==> src/shared/plb_pkg.sv <==
package plb_pkg;
   // widths and depths
   localparam int DW = 8;
   localparam int BW = 16;
   localparam int AW = 5;
   localparam int QUE_DEPTH = 4;
   localparam int CFG_WORDS = 8;
   localparam int N_ROUTE = 6;

   // register offsets on the system bus
   localparam logic [AW-1:0] OFS_ACC0 = 5'h00;
   localparam logic [AW-1:0] OFS_ACC1 = 5'h01;
   localparam logic [AW-1:0] OFS_OPR0 = 5'h02;
   localparam logic [AW-1:0] OFS_OPR1 = 5'h03;
   localparam logic [AW-1:0] OFS_QUE0 = 5'h04;
   localparam logic [AW-1:0] OFS_QUE1 = 5'h05;
   localparam logic [AW-1:0] OFS_CTL = 5'h06;
   localparam logic [AW-1:0] OFS_STAT = 5'h07;
   localparam logic [AW-1:0] OFS_MODE = 5'h08;
   localparam logic [AW-1:0] OFS_ORMASK = 5'h09;
   localparam logic [AW-1:0] OFS_POLY = 5'h0A;
   localparam logic [AW-1:0] OFS_CMPMASK = 5'h0B;
   localparam logic [AW-1:0] OFS_OSEL0 = 5'h0C;
   localparam logic [AW-1:0] OFS_OSEL1 = 5'h0D;
   localparam logic [AW-1:0] OFS_STICKY = 5'h0E;
   localparam logic [AW-1:0] OFS_CFG = 5'h10;

   // reset values and fixed figures
   localparam logic [BW-1:0] MODE_RST = 16'h061C;
   localparam logic [2:0] MSB_TOP = 3'h7;
   localparam logic [7:0] ONES = 8'hFF;

   // alu operations
   typedef enum logic [2:0] {
      OP_PASS, OP_INC, OP_DEC, OP_ADD, OP_SUB, OP_AND, OP_OR, OP_XOR
   } plb_op_t;

   // operand sources
   typedef enum logic [1:0] {
      SRC_ACC0, SRC_ACC1, SRC_OPR0, SRC_OPR1
   } plb_src_t;

   // shifter functions
   typedef enum logic [1:0] {
      SHF_NONE, SHF_LEFT, SHF_RIGHT, SHF_SWAP
   } plb_shf_t;

   // condition select codes for routing outputs
   typedef enum logic [3:0] {
      C_CMP0_EQ, C_CMP0_LT, C_CMP1_EQ, C_CMP1_LT, C_ZERO0, C_ZERO1,
      C_ONES0, C_ONES1, C_OVF, C_COUT, C_SOUT, C_Q0_EMPTY, C_Q0_FULL,
      C_Q1_EMPTY, C_Q1_FULL, C_CHAIN_EQ
   } plb_cond_t;

   // one dynamic configuration word
   typedef struct packed {
      logic emit;
      logic tmux;
      logic q_push;
      logic q1_ld;
      logic q0_ld;
      logic a1_we;
      logic a0_we;
      plb_shf_t shf;
      plb_src_t srcb;
      plb_src_t srca;
      plb_op_t op;
   } plb_cfg_t;

   // static mode register
   typedef struct packed {
      logic [2:0] rsv;
      logic sc_src_rt;
      logic dp_src_rt;
      logic sc_en;
      logic dp_en;
      logic cmp1_rhs_a1;
      logic cmp1_lhs_a1;
      logic chain_en;
      logic crc_en;
      logic [2:0] msb;
      logic q1_out;
      logic q0_out;
   } plb_mode_t;

   // system bus request and answer
   typedef struct packed {
      logic wr;
      logic rd;
      logic [AW-1:0] addr;
      logic [BW-1:0] wdata;
   } plb_bus_req_t;

   typedef struct packed {
      logic valid;
      logic [BW-1:0] rdata;
   } plb_bus_rsp_t;

   // neighbour chaining
   typedef struct packed {
      logic carry;
      logic shift;
      logic cmp_eq;
   } plb_chain_t;
endpackage

==> src/plb_queue.sv <==
`timescale 1ns/10ps
module plb_queue #(
   parameter int W = 8,
   parameter int DEPTH = 4
) (
   // clock and reset
   input wire logic mclk,
   input wire logic resetn,
   // fill side
   input wire logic push,
   input wire logic [W-1:0] push_data,
   // drain side
   input wire logic pop,
   output logic [W-1:0] head,
   // status
   output logic empty,
   output logic full
);
   localparam int PW = $clog2(DEPTH);
   localparam logic [PW:0] FULL_CNT = (PW+1)'(DEPTH);

   typedef struct packed {
      logic [DEPTH-1:0][W-1:0] mem;
      logic [PW-1:0] rd;
      logic [PW-1:0] wr;
      logic [PW:0] cnt;
      logic [W-1:0] q;
   } plb_queue_state_t;

   plb_queue_state_t s_r, s_nxt;
   logic do_push, do_pop;

   // refuse push when full and pop when empty
   assign do_push = push && (s_r.cnt != FULL_CNT);
   assign do_pop = pop && (s_r.cnt != '0);

   // pointers, count and show-ahead head register
   always_comb begin
      s_nxt = s_r;
      if (do_push) begin
         s_nxt.mem[s_r.wr] = push_data;
         s_nxt.wr = s_r.wr + 1'b1;
      end
      if (do_pop) begin
         s_nxt.rd = s_r.rd + 1'b1;
      end
      s_nxt.cnt = s_r.cnt + {{PW{1'b0}}, do_push} - {{PW{1'b0}}, do_pop};
      if (s_nxt.cnt != '0) begin
         s_nxt.q = s_nxt.mem[s_nxt.rd]; // empty keeps last word
      end
   end

   // state register
   always_ff @(posedge mclk or negedge resetn) begin
      if (!resetn) begin
         s_r <= '0;
      end else begin
         s_r <= s_nxt;
      end
   end

   assign head = s_r.q;
   assign empty = (s_r.cnt == '0);
   assign full = (s_r.cnt == FULL_CNT);
endmodule

==> src/plb_skid.sv <==
`timescale 1ns/10ps
module plb_skid #(
   parameter int W = 8
) (
   // clock and reset
   input wire logic mclk,
   input wire logic resetn,
   // fill side
   input wire logic in_valid,
   output logic in_ready,
   input wire logic [W-1:0] in_data,
   // drain side
   output logic out_valid,
   input wire logic out_ready,
   output logic [W-1:0] out_data
);
   typedef struct packed {
      logic v0;
      logic v1;
      logic [W-1:0] d0;
      logic [W-1:0] d1;
   } plb_skid_state_t;

   plb_skid_state_t s_r, s_nxt;
   logic take, give;

   assign take = in_valid && !s_r.v1;
   assign give = s_r.v0 && out_ready;

   // two slots, oldest word always in slot zero
   always_comb begin
      s_nxt = s_r;
      if (give) begin
         s_nxt.v0 = s_r.v1;
         s_nxt.d0 = s_r.d1;
         s_nxt.v1 = 1'b0;
      end
      if (take) begin
         if (!s_nxt.v0) begin
            s_nxt.v0 = 1'b1;
            s_nxt.d0 = in_data;
         end else begin
            s_nxt.v1 = 1'b1;
            s_nxt.d1 = in_data;
         end
      end
   end

   // state register
   always_ff @(posedge mclk or negedge resetn) begin
      if (!resetn) begin
         s_r <= '0;
      end else begin
         s_r <= s_nxt;
      end
   end

   assign in_ready = !s_r.v1;
   assign out_valid = s_r.v0;
   assign out_data = s_r.d0;
endmodule

==> src/plb_datapath.sv <==
`timescale 1ns/10ps
module plb_datapath #(
   parameter int QDEPTH = plb_pkg::QUE_DEPTH
) (
   // clock and reset
   input wire logic mclk,
   input wire logic resetn,
   // system bus
   input wire plb_pkg::plb_bus_req_t bus_req,
   output plb_pkg::plb_bus_rsp_t bus_rsp,
   // routing matrix
   input wire logic [5:0] rt_in,
   output logic [5:0] rt_out,
   // neighbour chaining
   input wire plb_pkg::plb_chain_t chain_in,
   output plb_pkg::plb_chain_t chain_out,
   // status and control
   output logic [7:0] ctl_out,
   input wire logic [7:0] st_in,
   // result stream
   output logic res_valid,
   output logic [7:0] res_data,
   input wire logic res_ready
);
   typedef struct packed {
      logic [7:0] acc0;
      logic [7:0] acc1;
      logic [7:0] opr0;
      logic [7:0] opr1;
      logic carry;
      logic sout;
      logic [7:0] ctl;
      logic [7:0] sticky;
      logic [7:0] latch;
      plb_pkg::plb_mode_t mode;
      logic [7:0] ormask;
      logic [7:0] poly;
      logic [15:0] cmpmask;
      logic [15:0] osel0;
      logic [7:0] osel1;
      logic [plb_pkg::CFG_WORDS-1:0][15:0] cfg;
      logic rvalid;
      logic [15:0] rdata;
      logic [5:0] route;
   } plb_dp_state_t;

   localparam plb_dp_state_t ST_RST = '{mode: plb_pkg::MODE_RST,
                                       default: '0};

   plb_dp_state_t s_r, s_nxt;
   plb_pkg::plb_cfg_t cfg;
   logic [3:0][7:0] regs;
   logic [5:0][3:0] sels;
   logic [7:0] src_a, src_b, wmask, am, bm, bx, alu, crc, shf, res;
   logic [7:0] l1, r1;
   logic [8:0] sum;
   logic [3:0] cpos;
   logic [15:0] cond;
   logic ci, sin, cout, sout, fb, ovf, eq0_raw, eq0, lt0, eq1, lt1;
   logic dp_clk, dp_go, sc_go, sk_ready;
   logic wr_acc0, stat_rd, wr_cfg;
   logic q0_push, q0_pop, q0_empty, q0_full;
   logic q1_push, q1_pop, q1_empty, q1_full;
   logic [7:0] q0_head, q1_head, q0_in, q1_in;

   // active configuration word from the routed address
   assign cfg = s_r.cfg[rt_in[2:0]];

   // clock select and enable per subcomponent, stall on stream back-pressure
   assign dp_clk = s_r.mode.dp_src_rt ? rt_in[5] : s_r.mode.dp_en;
   assign sc_go = s_r.mode.sc_src_rt ? rt_in[4] : s_r.mode.sc_en;
   assign dp_go = dp_clk && !(cfg.emit && !sk_ready);

   // bus decode helpers
   assign wr_acc0 = bus_req.wr && (bus_req.addr == plb_pkg::OFS_ACC0);
   assign stat_rd = bus_req.rd && (bus_req.addr == plb_pkg::OFS_STAT);
   assign wr_cfg = bus_req.wr && (bus_req.addr[4:3] == plb_pkg::OFS_CFG[4:3]);

   // operand selection among the four working registers
   assign regs = {s_r.opr1, s_r.opr0, s_r.acc1, s_r.acc0};
   assign src_a = regs[cfg.srca];
   assign src_b = regs[cfg.srcb];

   // carry and shift-in: registered or chained, else carry set by the operation and shift-in routed
   always_comb begin
      if (cfg.tmux) begin
         ci = s_r.carry;
         sin = s_r.sout;
      end else if (s_r.mode.chain_en) begin
         ci = chain_in.carry;
         sin = chain_in.shift;
      end else begin
         ci = (cfg.op == plb_pkg::OP_SUB);
         sin = rt_in[3];
      end
   end

   // alu, crc step, shifter and mask with a variable msb
   always_comb begin
      wmask = plb_pkg::ONES >> (plb_pkg::MSB_TOP - s_r.mode.msb);
      am = src_a & wmask;
      bm = src_b & wmask;
      bx = (cfg.op == plb_pkg::OP_SUB) ? (~bm & wmask) : bm;
      case (cfg.op)
         plb_pkg::OP_INC: sum = {1'b0, am} + 9'h001;
         plb_pkg::OP_DEC: sum = {1'b0, am} + {1'b0, wmask};
         plb_pkg::OP_ADD: sum = {1'b0, am} + {1'b0, bx} + {8'h00, ci};
         plb_pkg::OP_SUB: sum = {1'b0, am} + {1'b0, bx} + {8'h00, ci};
         plb_pkg::OP_AND: sum = {1'b0, am & bm};
         plb_pkg::OP_OR: sum = {1'b0, am | bm};
         plb_pkg::OP_XOR: sum = {1'b0, am ^ bm};
         default: sum = {1'b0, am};
      endcase
      cpos = {1'b0, s_r.mode.msb} + 4'h1;
      cout = sum[cpos];
      ovf = (am[s_r.mode.msb] == bx[s_r.mode.msb]) &&
            (sum[s_r.mode.msb] != am[s_r.mode.msb]);
      fb = am[s_r.mode.msb] ^ sin;
      crc = ((am << 1) & wmask) ^ (fb ? (s_r.poly & wmask) : 8'h00);
      alu = s_r.mode.crc_en ? crc : (sum[7:0] & wmask);
      case (cfg.shf)
         plb_pkg::SHF_LEFT: begin
            shf = ((alu << 1) | {7'h00, sin}) & wmask;
            sout = alu[s_r.mode.msb];
         end
         plb_pkg::SHF_RIGHT: begin
            shf = (alu >> 1) | ({7'h00, sin} << s_r.mode.msb);
            sout = alu[0];
         end
         plb_pkg::SHF_SWAP: begin
            shf = {alu[3:0], alu[7:4]};
            sout = 1'b0;
         end
         default: begin
            shf = alu;
            sout = s_r.mode.crc_en && am[s_r.mode.msb];
         end
      endcase
      res = shf | s_r.ormask;
   end

   // masked comparators
   assign l1 = s_r.mode.cmp1_lhs_a1 ? s_r.acc1 : s_r.acc0;
   assign r1 = s_r.mode.cmp1_rhs_a1 ? s_r.acc1 : s_r.opr1;
   assign eq0_raw = ((s_r.acc0 ^ s_r.opr0) & s_r.cmpmask[7:0]) == 8'h00;
   assign eq0 = eq0_raw && (!s_r.mode.chain_en || chain_in.cmp_eq);
   assign lt0 = (s_r.acc0 & s_r.cmpmask[7:0]) < (s_r.opr0 & s_r.cmpmask[7:0]);
   assign eq1 = ((l1 ^ r1) & s_r.cmpmask[15:8]) == 8'h00;
   assign lt1 = (l1 & s_r.cmpmask[15:8]) < (r1 & s_r.cmpmask[15:8]);

   // condition vector in select-code order
   assign cond = {chain_in.cmp_eq, q1_full, q1_empty, q0_full, q0_empty,
                  sout, cout, ovf,
                  s_r.acc1 == plb_pkg::ONES, s_r.acc0 == plb_pkg::ONES,
                  s_r.acc1 == 8'h00, s_r.acc0 == 8'h00,
                  lt1, eq1, lt0, eq0};
   assign sels = {s_r.osel1, s_r.osel0};

   // queue direction steering
   always_comb begin
      if (s_r.mode.q0_out) begin
         q0_push = dp_go && cfg.q_push;
         q0_pop = bus_req.rd && (bus_req.addr == plb_pkg::OFS_QUE0);
         q0_in = res;
      end else begin
         q0_push = bus_req.wr && (bus_req.addr == plb_pkg::OFS_QUE0);
         q0_pop = dp_go && cfg.q0_ld;
         q0_in = bus_req.wdata[7:0];
      end
      if (s_r.mode.q1_out) begin
         q1_push = dp_go && cfg.q_push;
         q1_pop = bus_req.rd && (bus_req.addr == plb_pkg::OFS_QUE1);
         q1_in = s_r.acc1;
      end else begin
         q1_push = bus_req.wr && (bus_req.addr == plb_pkg::OFS_QUE1);
         q1_pop = dp_go && cfg.q1_ld;
         q1_in = bus_req.wdata[7:0];
      end
   end

   // next state: datapath, status, routing, then bus access
   always_comb begin
      s_nxt = s_r;
      s_nxt.rvalid = bus_req.rd;
      if (dp_go) begin
         if (cfg.a0_we) s_nxt.acc0 = res;
         if (cfg.q0_ld) s_nxt.acc0 = q0_head;
         if (cfg.a1_we) s_nxt.acc1 = res;
         if (cfg.q1_ld) s_nxt.opr1 = q1_head;
         s_nxt.carry = cout;
         s_nxt.sout = sout;
      end
      if (stat_rd) s_nxt.latch = 8'h00;
      if (sc_go) s_nxt.latch = s_nxt.latch | (st_in & s_r.sticky);
      for (int i = 0; i < plb_pkg::N_ROUTE; i++) begin
         s_nxt.route[i] = cond[sels[i]];
      end
      if (bus_req.wr) begin
         case (bus_req.addr)
            plb_pkg::OFS_ACC0: s_nxt.acc0 = bus_req.wdata[7:0];
            plb_pkg::OFS_ACC1: s_nxt.acc1 = bus_req.wdata[7:0];
            plb_pkg::OFS_OPR0: s_nxt.opr0 = bus_req.wdata[7:0];
            plb_pkg::OFS_OPR1: s_nxt.opr1 = bus_req.wdata[7:0];
            plb_pkg::OFS_CTL: s_nxt.ctl = bus_req.wdata[7:0];
            plb_pkg::OFS_MODE: s_nxt.mode = bus_req.wdata;
            plb_pkg::OFS_ORMASK: s_nxt.ormask = bus_req.wdata[7:0];
            plb_pkg::OFS_POLY: s_nxt.poly = bus_req.wdata[7:0];
            plb_pkg::OFS_CMPMASK: s_nxt.cmpmask = bus_req.wdata;
            plb_pkg::OFS_OSEL0: s_nxt.osel0 = bus_req.wdata;
            plb_pkg::OFS_OSEL1: s_nxt.osel1 = bus_req.wdata[7:0];
            plb_pkg::OFS_STICKY: s_nxt.sticky = bus_req.wdata[7:0];
            default: begin
               if (wr_cfg) s_nxt.cfg[bus_req.addr[2:0]] = bus_req.wdata;
            end
         endcase
      end
      if (bus_req.rd) begin
         s_nxt.rdata = 16'h0000;
         case (bus_req.addr)
            plb_pkg::OFS_ACC0: s_nxt.rdata[7:0] = s_r.acc0;
            plb_pkg::OFS_ACC1: s_nxt.rdata[7:0] = s_r.acc1;
            plb_pkg::OFS_OPR0: s_nxt.rdata[7:0] = s_r.opr0;
            plb_pkg::OFS_OPR1: s_nxt.rdata[7:0] = s_r.opr1;
            plb_pkg::OFS_QUE0: s_nxt.rdata[7:0] = q0_head;
            plb_pkg::OFS_QUE1: s_nxt.rdata[7:0] = q1_head;
            plb_pkg::OFS_CTL: s_nxt.rdata[7:0] = s_r.ctl;
            plb_pkg::OFS_STAT: begin
               s_nxt.rdata[7:0] = (s_r.latch & s_r.sticky) |
                                  (st_in & ~s_r.sticky);
            end
            plb_pkg::OFS_MODE: s_nxt.rdata = s_r.mode;
            plb_pkg::OFS_ORMASK: s_nxt.rdata[7:0] = s_r.ormask;
            plb_pkg::OFS_POLY: s_nxt.rdata[7:0] = s_r.poly;
            plb_pkg::OFS_CMPMASK: s_nxt.rdata = s_r.cmpmask;
            plb_pkg::OFS_OSEL0: s_nxt.rdata = s_r.osel0;
            plb_pkg::OFS_OSEL1: s_nxt.rdata[7:0] = s_r.osel1;
            plb_pkg::OFS_STICKY: s_nxt.rdata[7:0] = s_r.sticky;
            default: begin
               if (bus_req.addr[4:3] == plb_pkg::OFS_CFG[4:3]) begin
                  s_nxt.rdata = s_r.cfg[bus_req.addr[2:0]];
               end
            end
         endcase
      end
   end

   // state register
   always_ff @(posedge mclk or negedge resetn) begin
      if (!resetn) begin
         s_r <= ST_RST;
      end else begin
         s_r <= s_nxt;
      end
   end

   // byte queues
   plb_queue #(.W(plb_pkg::DW), .DEPTH(QDEPTH)) u_que0 (
      .mclk(mclk),
      .resetn(resetn),
      .push(q0_push),
      .push_data(q0_in),
      .pop(q0_pop),
      .head(q0_head),
      .empty(q0_empty),
      .full(q0_full)
   );

   plb_queue #(.W(plb_pkg::DW), .DEPTH(QDEPTH)) u_que1 (
      .mclk(mclk),
      .resetn(resetn),
      .push(q1_push),
      .push_data(q1_in),
      .pop(q1_pop),
      .head(q1_head),
      .empty(q1_empty),
      .full(q1_full)
   );

   // result stream buffer
   plb_skid #(.W(plb_pkg::DW)) u_skid (
      .mclk(mclk),
      .resetn(resetn),
      .in_valid(dp_clk && cfg.emit),
      .in_ready(sk_ready),
      .in_data(res),
      .out_valid(res_valid),
      .out_ready(res_ready),
      .out_data(res_data)
   );

   // outputs
   assign bus_rsp = '{valid: s_r.rvalid, rdata: s_r.rdata};
   assign rt_out = s_r.route;
   assign ctl_out = s_r.ctl;
   assign chain_out = '{carry: cout, shift: sout, cmp_eq: eq0_raw};
endmodule

==> config.mk <==
export PLATFORM = sky130hd
export DESIGN_NAME = plb_datapath
export DESIGN_NICKNAME = d
export VERILOG_FILES = /design/src/shared/plb_pkg.sv /design/src/plb_queue.sv /design/src/plb_skid.sv /design/src/plb_datapath.sv
export SDC_FILE = /design/constraint.sdc
export NUM_CORES = 1
export LEC_CHECK = 0
export BUFFER_PORTS_ARGS = -buffer_cell sky130_fd_sc_hd__buf_2
export CAP_MARGIN = 0
export CORE_MARGIN = 1
export CORE_UTILIZATION = 40
export CTS_CLUSTER_DIAMETER = 40
export DETAILED_ROUTE_END_ITERATION = 8
export PLACE_DENSITY_LB_ADDON = 0.25
export SLEW_MARGIN = 25
export SYNTH_ARGS = -nofsm -noshare
export SYNTH_HDL_FRONTEND = slang
export SYNTH_HIERARCHICAL = 1
export SYNTH_SLANG_ARGS = --single-unit
==> constraint.sdc <==
create_clock -name mclk -period 8.7 [get_ports mclk]
set_clock_uncertainty 0.2 [all_clocks]
set_input_delay 1.305 -clock mclk [delete_from_list [all_inputs] [get_ports mclk]]
set_output_delay 1.305 -clock mclk [all_outputs]
set_load 0.05 [all_outputs]
==> impl_metrics.json, run 1 <==
{
  "status": "complete, no violations",
  "syn_inst": 2537,
  "timing.hold.ws_ns": 0.287,
  "placedCellCount": 3325,
  "crit_chain": "buf_2 -> buf_4 -> mux4_2 -> mux2i_1 -> buf_4 -> a211oi_1 -> a21oi_2 -> xnor2_1 -> fa_1 -> fa_1 -> a21oi_1 -> o21bai_1 -> a21o_1 -> a211o_1 -> a32oi_1 -> o21ai_0 -> a21oi_1 -> nor2_1 -> nand2_1 -> o211ai_1 -> a41oi_4 -> inv_1 -> buf_2",
  "hold_class": "reg -> reg",
  "coreArea_um2": 64800,
  "ys_types": 107,
  "syn-cell-area_um2": 26400,
  "die_w_um": 259,
  "ys.flop_type": "dfrtp_1",
  "cts_hold_buf": 0,
  "vias": 21800,
  "finalSetupTns_ns": 0,
  "cp-start-kind": "input pin",
  "synth_edf_count": 0,
  "path_delay_family": "compound AO/OA/AOI/OAI gates",
  "antenna_found_initial": 5,
  "clk_path_buf_depth": 3,
  "fin_nets": 2640,
  "fp.dieH_um": 259,
  "port-buffer-count": 85,
  "setup_viol": 0,
  "drive_gt1_share_pct": 29.2,
  "multi_input_area_um2": 15100,
  "via_per_inst": 6.33,
  "path_buf_inv": 5,
  "post_cts_buffers": 0,
  "postSynthAreaPerCell_um2": 10.4,
  "rsz0062_at_grt": "no",
  "slowest_stage": "mux4_2",
  "worst_setup_path_end_kind": "output port",
  "seq_area_frac_synth_pct": 37.3,
  "cts_tree": "built",
  "routedWlPerCell_um": 27.4,
  "clk_pin_slew_ns": 0.06,
  "vdd_ir_drop_max_v": 0.000232,
  "post_dp_cell_area_um2": 27300,
  "clock-sinks": 393,
  "cts_resized": 0,
  "instances_no_fill": 3436,
  "clk_latency_ns": 0.66,
  "worst_slack_ns": 0.445,
  "syn2layout_area_growth_pct": 11.5,
  "pin_count": 86,
  "syn_nets": 2645,
  "grt_use_total_pct": 28.0,
  "start_util_pct": 40.7,
  "finalHoldViolCount": 0,
  "wl_um": 94200,
  "critPathKind": "in -> out",
  "cts_root_buffer": "clkbuf_16",
  "hpwl_um": 66600,
  "fmax_mhz": 121,
  "grt_pass1_wl_um": 141000,
  "seq_area_um2": 9840,
  "p_total_mw": 9.55,
  "dp_slack_ns": 0.403,
  "fillCellCount": 5860,
  "globalplace.congestion": 0.958,
  "async_flop_share_pct": 100,
  "rows": 93,
  "slowest_delay_ns": 0.53,
  "fin_crit_ns": 8.26,
  "first_global_vias": 21400,
  "grt_overflow": 0,
  "drv_slew": 0,
  "drv_cap": 0,
  "drc": 0,
  "die-area_um2": 67000,
  "p_per_area_nw_per_um2": 324,
  "fin_util_pct": 45.4,
  "drtAntennaViolNets": 0,
  "drtPass1Iterations": 8,
  "slew_headroom_pct": 27.2,
  "yosys_warnings": 6,
  "h-tree-depth": 2,
  "period_share_pct": 94.9,
  "worst_ep_arrival_time_ns": 6.75,
  "crit_required_ns": 7.19,
  "crit_fanout": 11,
  "drtIter0Drc": 2265,
  "grt_max_degree": 118,
  "design_area_um2": 29400,
  "p_leak_nw": 13.0,
  "ys_ff_latch": 393,
  "worst_pin_slew_ns": 1.09,
  "cts_buffers": 60
}
## path summary, 6_finish.rpt
check                                from             end  slack, ns  cells after the start
max                              rt_in[0]    chain_out[1]       0.44                     23
min                        u_que0/s_r[29]  u_que0/s_r[29]       0.29                      2
max reg2reg                       s_r[76]  u_que0/s_r[22]       2.23                     23
min reg2reg                u_que0/s_r[29]  u_que0/s_r[29]       0.29                      2
max in group asynchronous          resetn  u_que1/s_r[46]       6.44                      2
min in group asynchronous          resetn        s_r[131]       0.54                      1
## placed cells by master, fill, tap and decap left out, drive strengths merged, types with 22 or more instances in the layout
master	instances
a211oi	30
a21oi	88
a221oi	23
a22oi	56
and2	31
buf	161
clkbuf	68
dfrtp	388
ha	60
inv	109
mux2	321
mux2i	115
mux4	78
nand2	250
nand2b	22
nand3	40
nand4	30
nor2	133
nor3	38
o211ai	28
o21ai	129
or3	42
## metal layers
layer	wire, um	GRT usage, %
met1	40300	38.4
met2	42500	43.1
met3	7220	5.41
met4	4090	12.1
met5	45	0
## worst register-to-register path, stage by stage, from the launching register on
cell and delay, ns:
dfrtp_1 0.39, mux4_2 0.50, mux2i_4 0.22, buf_4 0.30, nand2_1 0.09, o21ai_0 0.10, a21oi_2 0.10, xnor2_1 0.18
fa_1 0.47, fa_1 0.48, a21oi_1 0.20, o21bai_1 0.14, a21o_1 0.20, a211o_1 0.30, a32oi_1 0.18, o21ai_0 0.12
a21oi_1 0.30, nor2_1 0.13, a211oi_2 0.42, o2bb2ai_1 0.16, o31ai_2 0.45, inv_2 0.13, mux2_2 0.35, mux2_2 0.28
## report_power, final
group	leakage, nW	internal (mW)	total (mW)	switching (mW)
clock	1.02	1.44	2.46	1.02
combinational	6.97	1.62	4.12	2.50
sequential	5.01	2.31	2.96	0.655
## layout make-up
cell class | instances | area share [%]
repair buffers | 161 | 3.46
inverters | 92 | 1.18
clock inverters | 41 | 1.73
clock buffers | 68 | 5.34
well taps | 855 | 3.63
multi-input cells | 1824 | 51.2
diodes | 2 | 0.0170
flip-flops and latches | 393 | 33.4
## sequential cells by signal, indices dropped and copies added (netlist names)
name,cells
ctl_out,8
regs,32
u_skid/s_r,9
u_skid/out_data,8
u_skid/out_valid,1
u_que1/head,8
s_r,218
u_que0/head,8
u_que1/s_r,39
rt_out,6
bus_rsp,17
u_que0/s_r,39
## Yosys cell counts (17+ instances only)
cell | number | area, um2
dfrtp_1 | 388 | 9710
mux2i_1 | 108 | 1080
or3_1 | 42 | 263
a221oi_1 | 22 | 193
o21ai_1 | 18 | 90.1
a211oi_1 | 22 | 165
and2_1 | 29 | 181
buf_1 | 18 | 67.6
o21ai_0 | 110 | 551
nor3_1 | 35 | 175
nor2_1 | 129 | 484
xor2_1 | 17 | 149
ha_1 | 60 | 751
nand4_1 | 30 | 188
nand2_1 | 247 | 927
nand3_1 | 38 | 190
xnor2_1 | 20 | 175
a22oi_1 | 56 | 420
clkbuf_1 | 129 | 484
o221ai_1 | 20 | 175
nand2b_1 | 22 | 138
mux4_2 | 78 | 1760
a21oi_1 | 85 | 425
buf_4 | 63 | 473
mux2_2 | 321 | 3610
o211ai_1 | 26 | 195
inv_1 | 82 | 308
## kinds of logic (layout without fill, tap and decap cells)
logic type | Yosys count | after routing | share of synthesized area [%]
compound gates | 553 | 553 | 15.2
other cells | 0 | 2 | 0
mux | 514 | 514 | 24.9
xor+xnor | 41 | 41 | 1.57
buf+inv | 320 | 362 | 5.84
flops | 393 | 393 | 37.3
fa+ha+maj | 66 | 66 | 3.26
simple gates | 650 | 650 | 12.0
Power figures use the tool's default switching activity.
==> run 2: changes to the inputs <==
Settings changed: CORE_UTILIZATION 40 to 26.
==> run 2 against run 1 <==
Net effect:
- design area is 4.0% higher
- wire length is 5.8% higher
- global-route usage is 8.9 points lower
- first-iteration DRC count is 1.2% lower
- setup slack worse by 0.051 ns
- combinational power is 2% higher
- sequential power hardly changed
- sequential share of layout area is 1.3 points lower
- utilization is 15 points lower
- critical path type unchanged
- critical endpoint is now chain_out[2]
- largest cell class unchanged
==> impl_metrics.json, run 2 (synthesis results as in run 1) <==
{
  "crit_required_ns": 7.19,
  "drv_cap": 0,
  "slowest_delay_ns": 0.69,
  "pin_count": 86,
  "post_dp_cell_area_um2": 28000,
  "p_leak_nw": 13.2,
  "critPathKind": "in -> out",
  "grt_use_total_pct": 19.1,
  "worst_ep_arrival_time_ns": 6.80,
  "cts_root_buffer": "clkbuf_16",
  "switchingPower_mw": 4.25,
  "layout_common_cells": "dfrtp_1, mux2_2, nand2_1",
  "vias": 21600,
  "fin_crit_ns": 8.31,
  "clk_latency_ns": 0.62,
  "vdd_ir_drop_max_v": 0.000169,
  "worst_setup_path_end_kind": "output port",
  "drv_slew": 0,
  "worst_pin_slew_ns": 1.01,
  "crit_chain": "buf_2 -> buf_4 -> mux2i_1 -> mux4_2 -> mux2i_2 -> mux2i_4 -> fa_1 -> fa_1 -> a21oi_1 -> o21bai_1 -> a21o_1 -> a211o_1 -> a32oi_1 -> o21ai_0 -> a21oi_1 -> o221ai_1 -> o211ai_2 -> inv_1 -> buf_2",
  "multi_input_area_um2": 15100,
  "timing.hold.ws_ns": 0.266,
  "pwr-share-seq_pct": 29.1,
  "start_util_pct": 26.3,
  "fillCellCount": 10300,
  "grt_pass1_wl_um": 147000,
  "setup_viol": 0,
  "swShare_pct": 42.2,
  "crit_fanout": 20,
  "status": "complete, no violations",
  "fin_nets": 2657,
  "drtIter0Drc": 2238,
  "combPwrFrac_pct": 41.6,
  "p_per_area_nw_per_um2": 329,
  "wl_um": 99700,
  "grt_max_degree": 155,
  "cts_resized": 0,
  "cts_tree": "built",
  "die-area_um2": 103000,
  "drtPass1Iterations": 8,
  "via_per_inst": 5.44,
  "routedWlPerCell_um": 25.1,
  "rsz0062_at_grt": "no",
  "pwr-share-clk_pct": 29.3,
  "cts_hold_buf": 0,
  "largest_reg_flops": 218,
  "cts_buffers": 74,
  "post_cts_buffers": 0,
  "antenna_found_initial": 7,
  "slowest_stage": "mux4_2",
  "path_delay_family": "compound AO/OA/AOI/OAI gates",
  "final_common_cell": "dfrtp_1",
  "largestRegisters": "s_r (218), u_que0/s_r (39), u_que1/s_r (39)",
  "intPower_mw": 5.82,
  "fin_util_pct": 30.5,
  "p_total_mw": 10.1,
  "hpwl_um": 70300,
  "globalplace.congestion": 0.948,
  "fp.dieH_um": 321,
  "period_share_pct": 95.5,
  "grt_overflow": 0,
  "die_w_um": 321,
  "finalHoldViolCount": 0,
  "coreArea_um2": 100000,
  "slew_headroom_pct": 32.2,
  "rows": 116,
  "path_buf_inv": 4,
  "hold_class": "reg -> reg",
  "clk_pin_slew_ns": 0.04,
  "cp-start-kind": "input pin",
  "drc": 0,
  "port-buffer-count": 85,
  "finalSetupTns_ns": 0,
  "clock-sinks": 393,
  "regMostFlops": "s_r",
  "design_area_um2": 30600,
  "syn2layout_area_growth_pct": 15.9,
  "drive_gt1_share_pct": 30.0,
  "first_global_vias": 21000,
  "seq_area_um2": 9840,
  "h-tree-depth": 3,
  "fmax_mhz": 120,
  "clk_path_buf_depth": 3,
  "drtAntennaViolNets": 0
}
## run 2: changes by cell type in the layout (fill, tap and decap cells not counted), moves of 3 or more
| cell | delta |
|---|---|
| inv_8 | -6 |
| nor2_2 | +3 |
| nor2_1 | -3 |
| clkinvlp_4 | +17 |
| clkbuf_16 | +16 |
| clkinv_8 | -3 |
| bufinv_16 | +5 |
| inv_6 | -4 |
| clkbuf_1 | +3 |
## run 2: worst reg2reg max path: stages (launching register included)
cell       delay [ns]
dfrtp_1          0.40
mux4_2           0.48
mux2i_4          0.34
nor2b_1          0.09
a211oi_1         0.28
a21oi_2          0.11
xnor2_1          0.21
fa_1             0.46
fa_1             0.48
a21oi_1          0.27
o21bai_1         0.15
a21o_1           0.20
a211o_1          0.30
a32oi_1          0.19
o21ai_0          0.13
a21oi_1          0.29
nor2_1           0.13
a211oi_2         0.39
o2bb2ai_1        0.14
o31ai_2          0.42
inv_2            0.14
mux2_2           0.36
mux2_2           0.28
## run 2: through the flow
step           instances  setup slack [ns]
2_1_floorplan       2537              1.05
3_3_place_gp        3830             0.326
3_5_place_dp        3830             0.242
4_1_cts             3966             0.221
5_1_grt             3966            0.0397
6_report            3970             0.394
## run 2: path summary, 6_finish.rpt
path | from | slack, ns | end | cells past startpoint
worst max-delay path | rt_in[0] | 0.39 | chain_out[2] | 19
worst min-delay path | u_que0/s_r[29] | 0.27 | u_que0/s_r[29] | 2
worst max register to register | s_r[44] | 2.16 | u_que0/s_r[22] | 22
worst min register to register | u_que0/s_r[29] | 0.27 | u_que0/s_r[29] | 2
max in group asynchronous | resetn | 6.48 | s_r[148] | 2
min in group asynchronous | resetn | 0.48 | regs[12] | 1
## run 2: layout make-up
| class | instances | share of cell area [%] |
|---|---|---|
| Inverter | 92 | 1.14 |
| Clock buffer | 87 | 6.48 |
| Clock inverter | 49 | 1.88 |
| Timing Repair Buffer | 164 | 3.48 |
| Antenna cell | 4 | 0.0327 |
| Multi-Input combinational cell | 1824 | 49.3 |
| Tap cell | 1357 | 5.55 |
| Sequential cell | 393 | 32.1 |
## run 2: per-layer routing
| metal | track usage, % | up-vias | share of wire, % |
|---|---|---|---|
| met3 | 2.65 | 166 | 6.2 |
| met5 | 0 | - | 0 |
| met1 | 27.0 | 11100 | 45 |
| li1 | - | 9496 | - |
| met4 | 7.32 | 0 | 3.5 |
| met2 | 29.4 | 817 | 45 |
## run 2: power by group through the flow
| stage | Sequential [mW] | Combinational (mW) | Clock, mW |
|---|---|---|---|
| global placement | 2.94 | 4.13 | 0 |
| CTS | 2.91 | 4.14 | 3.01 |
| detailed placement | 2.94 | 4.12 | 0 |
| floorplan | 2.59 | 3.13 | 0 |
| global route | 2.98 | 4.49 | 3.08 |
| finish | 2.93 | 4.19 | 2.95 |
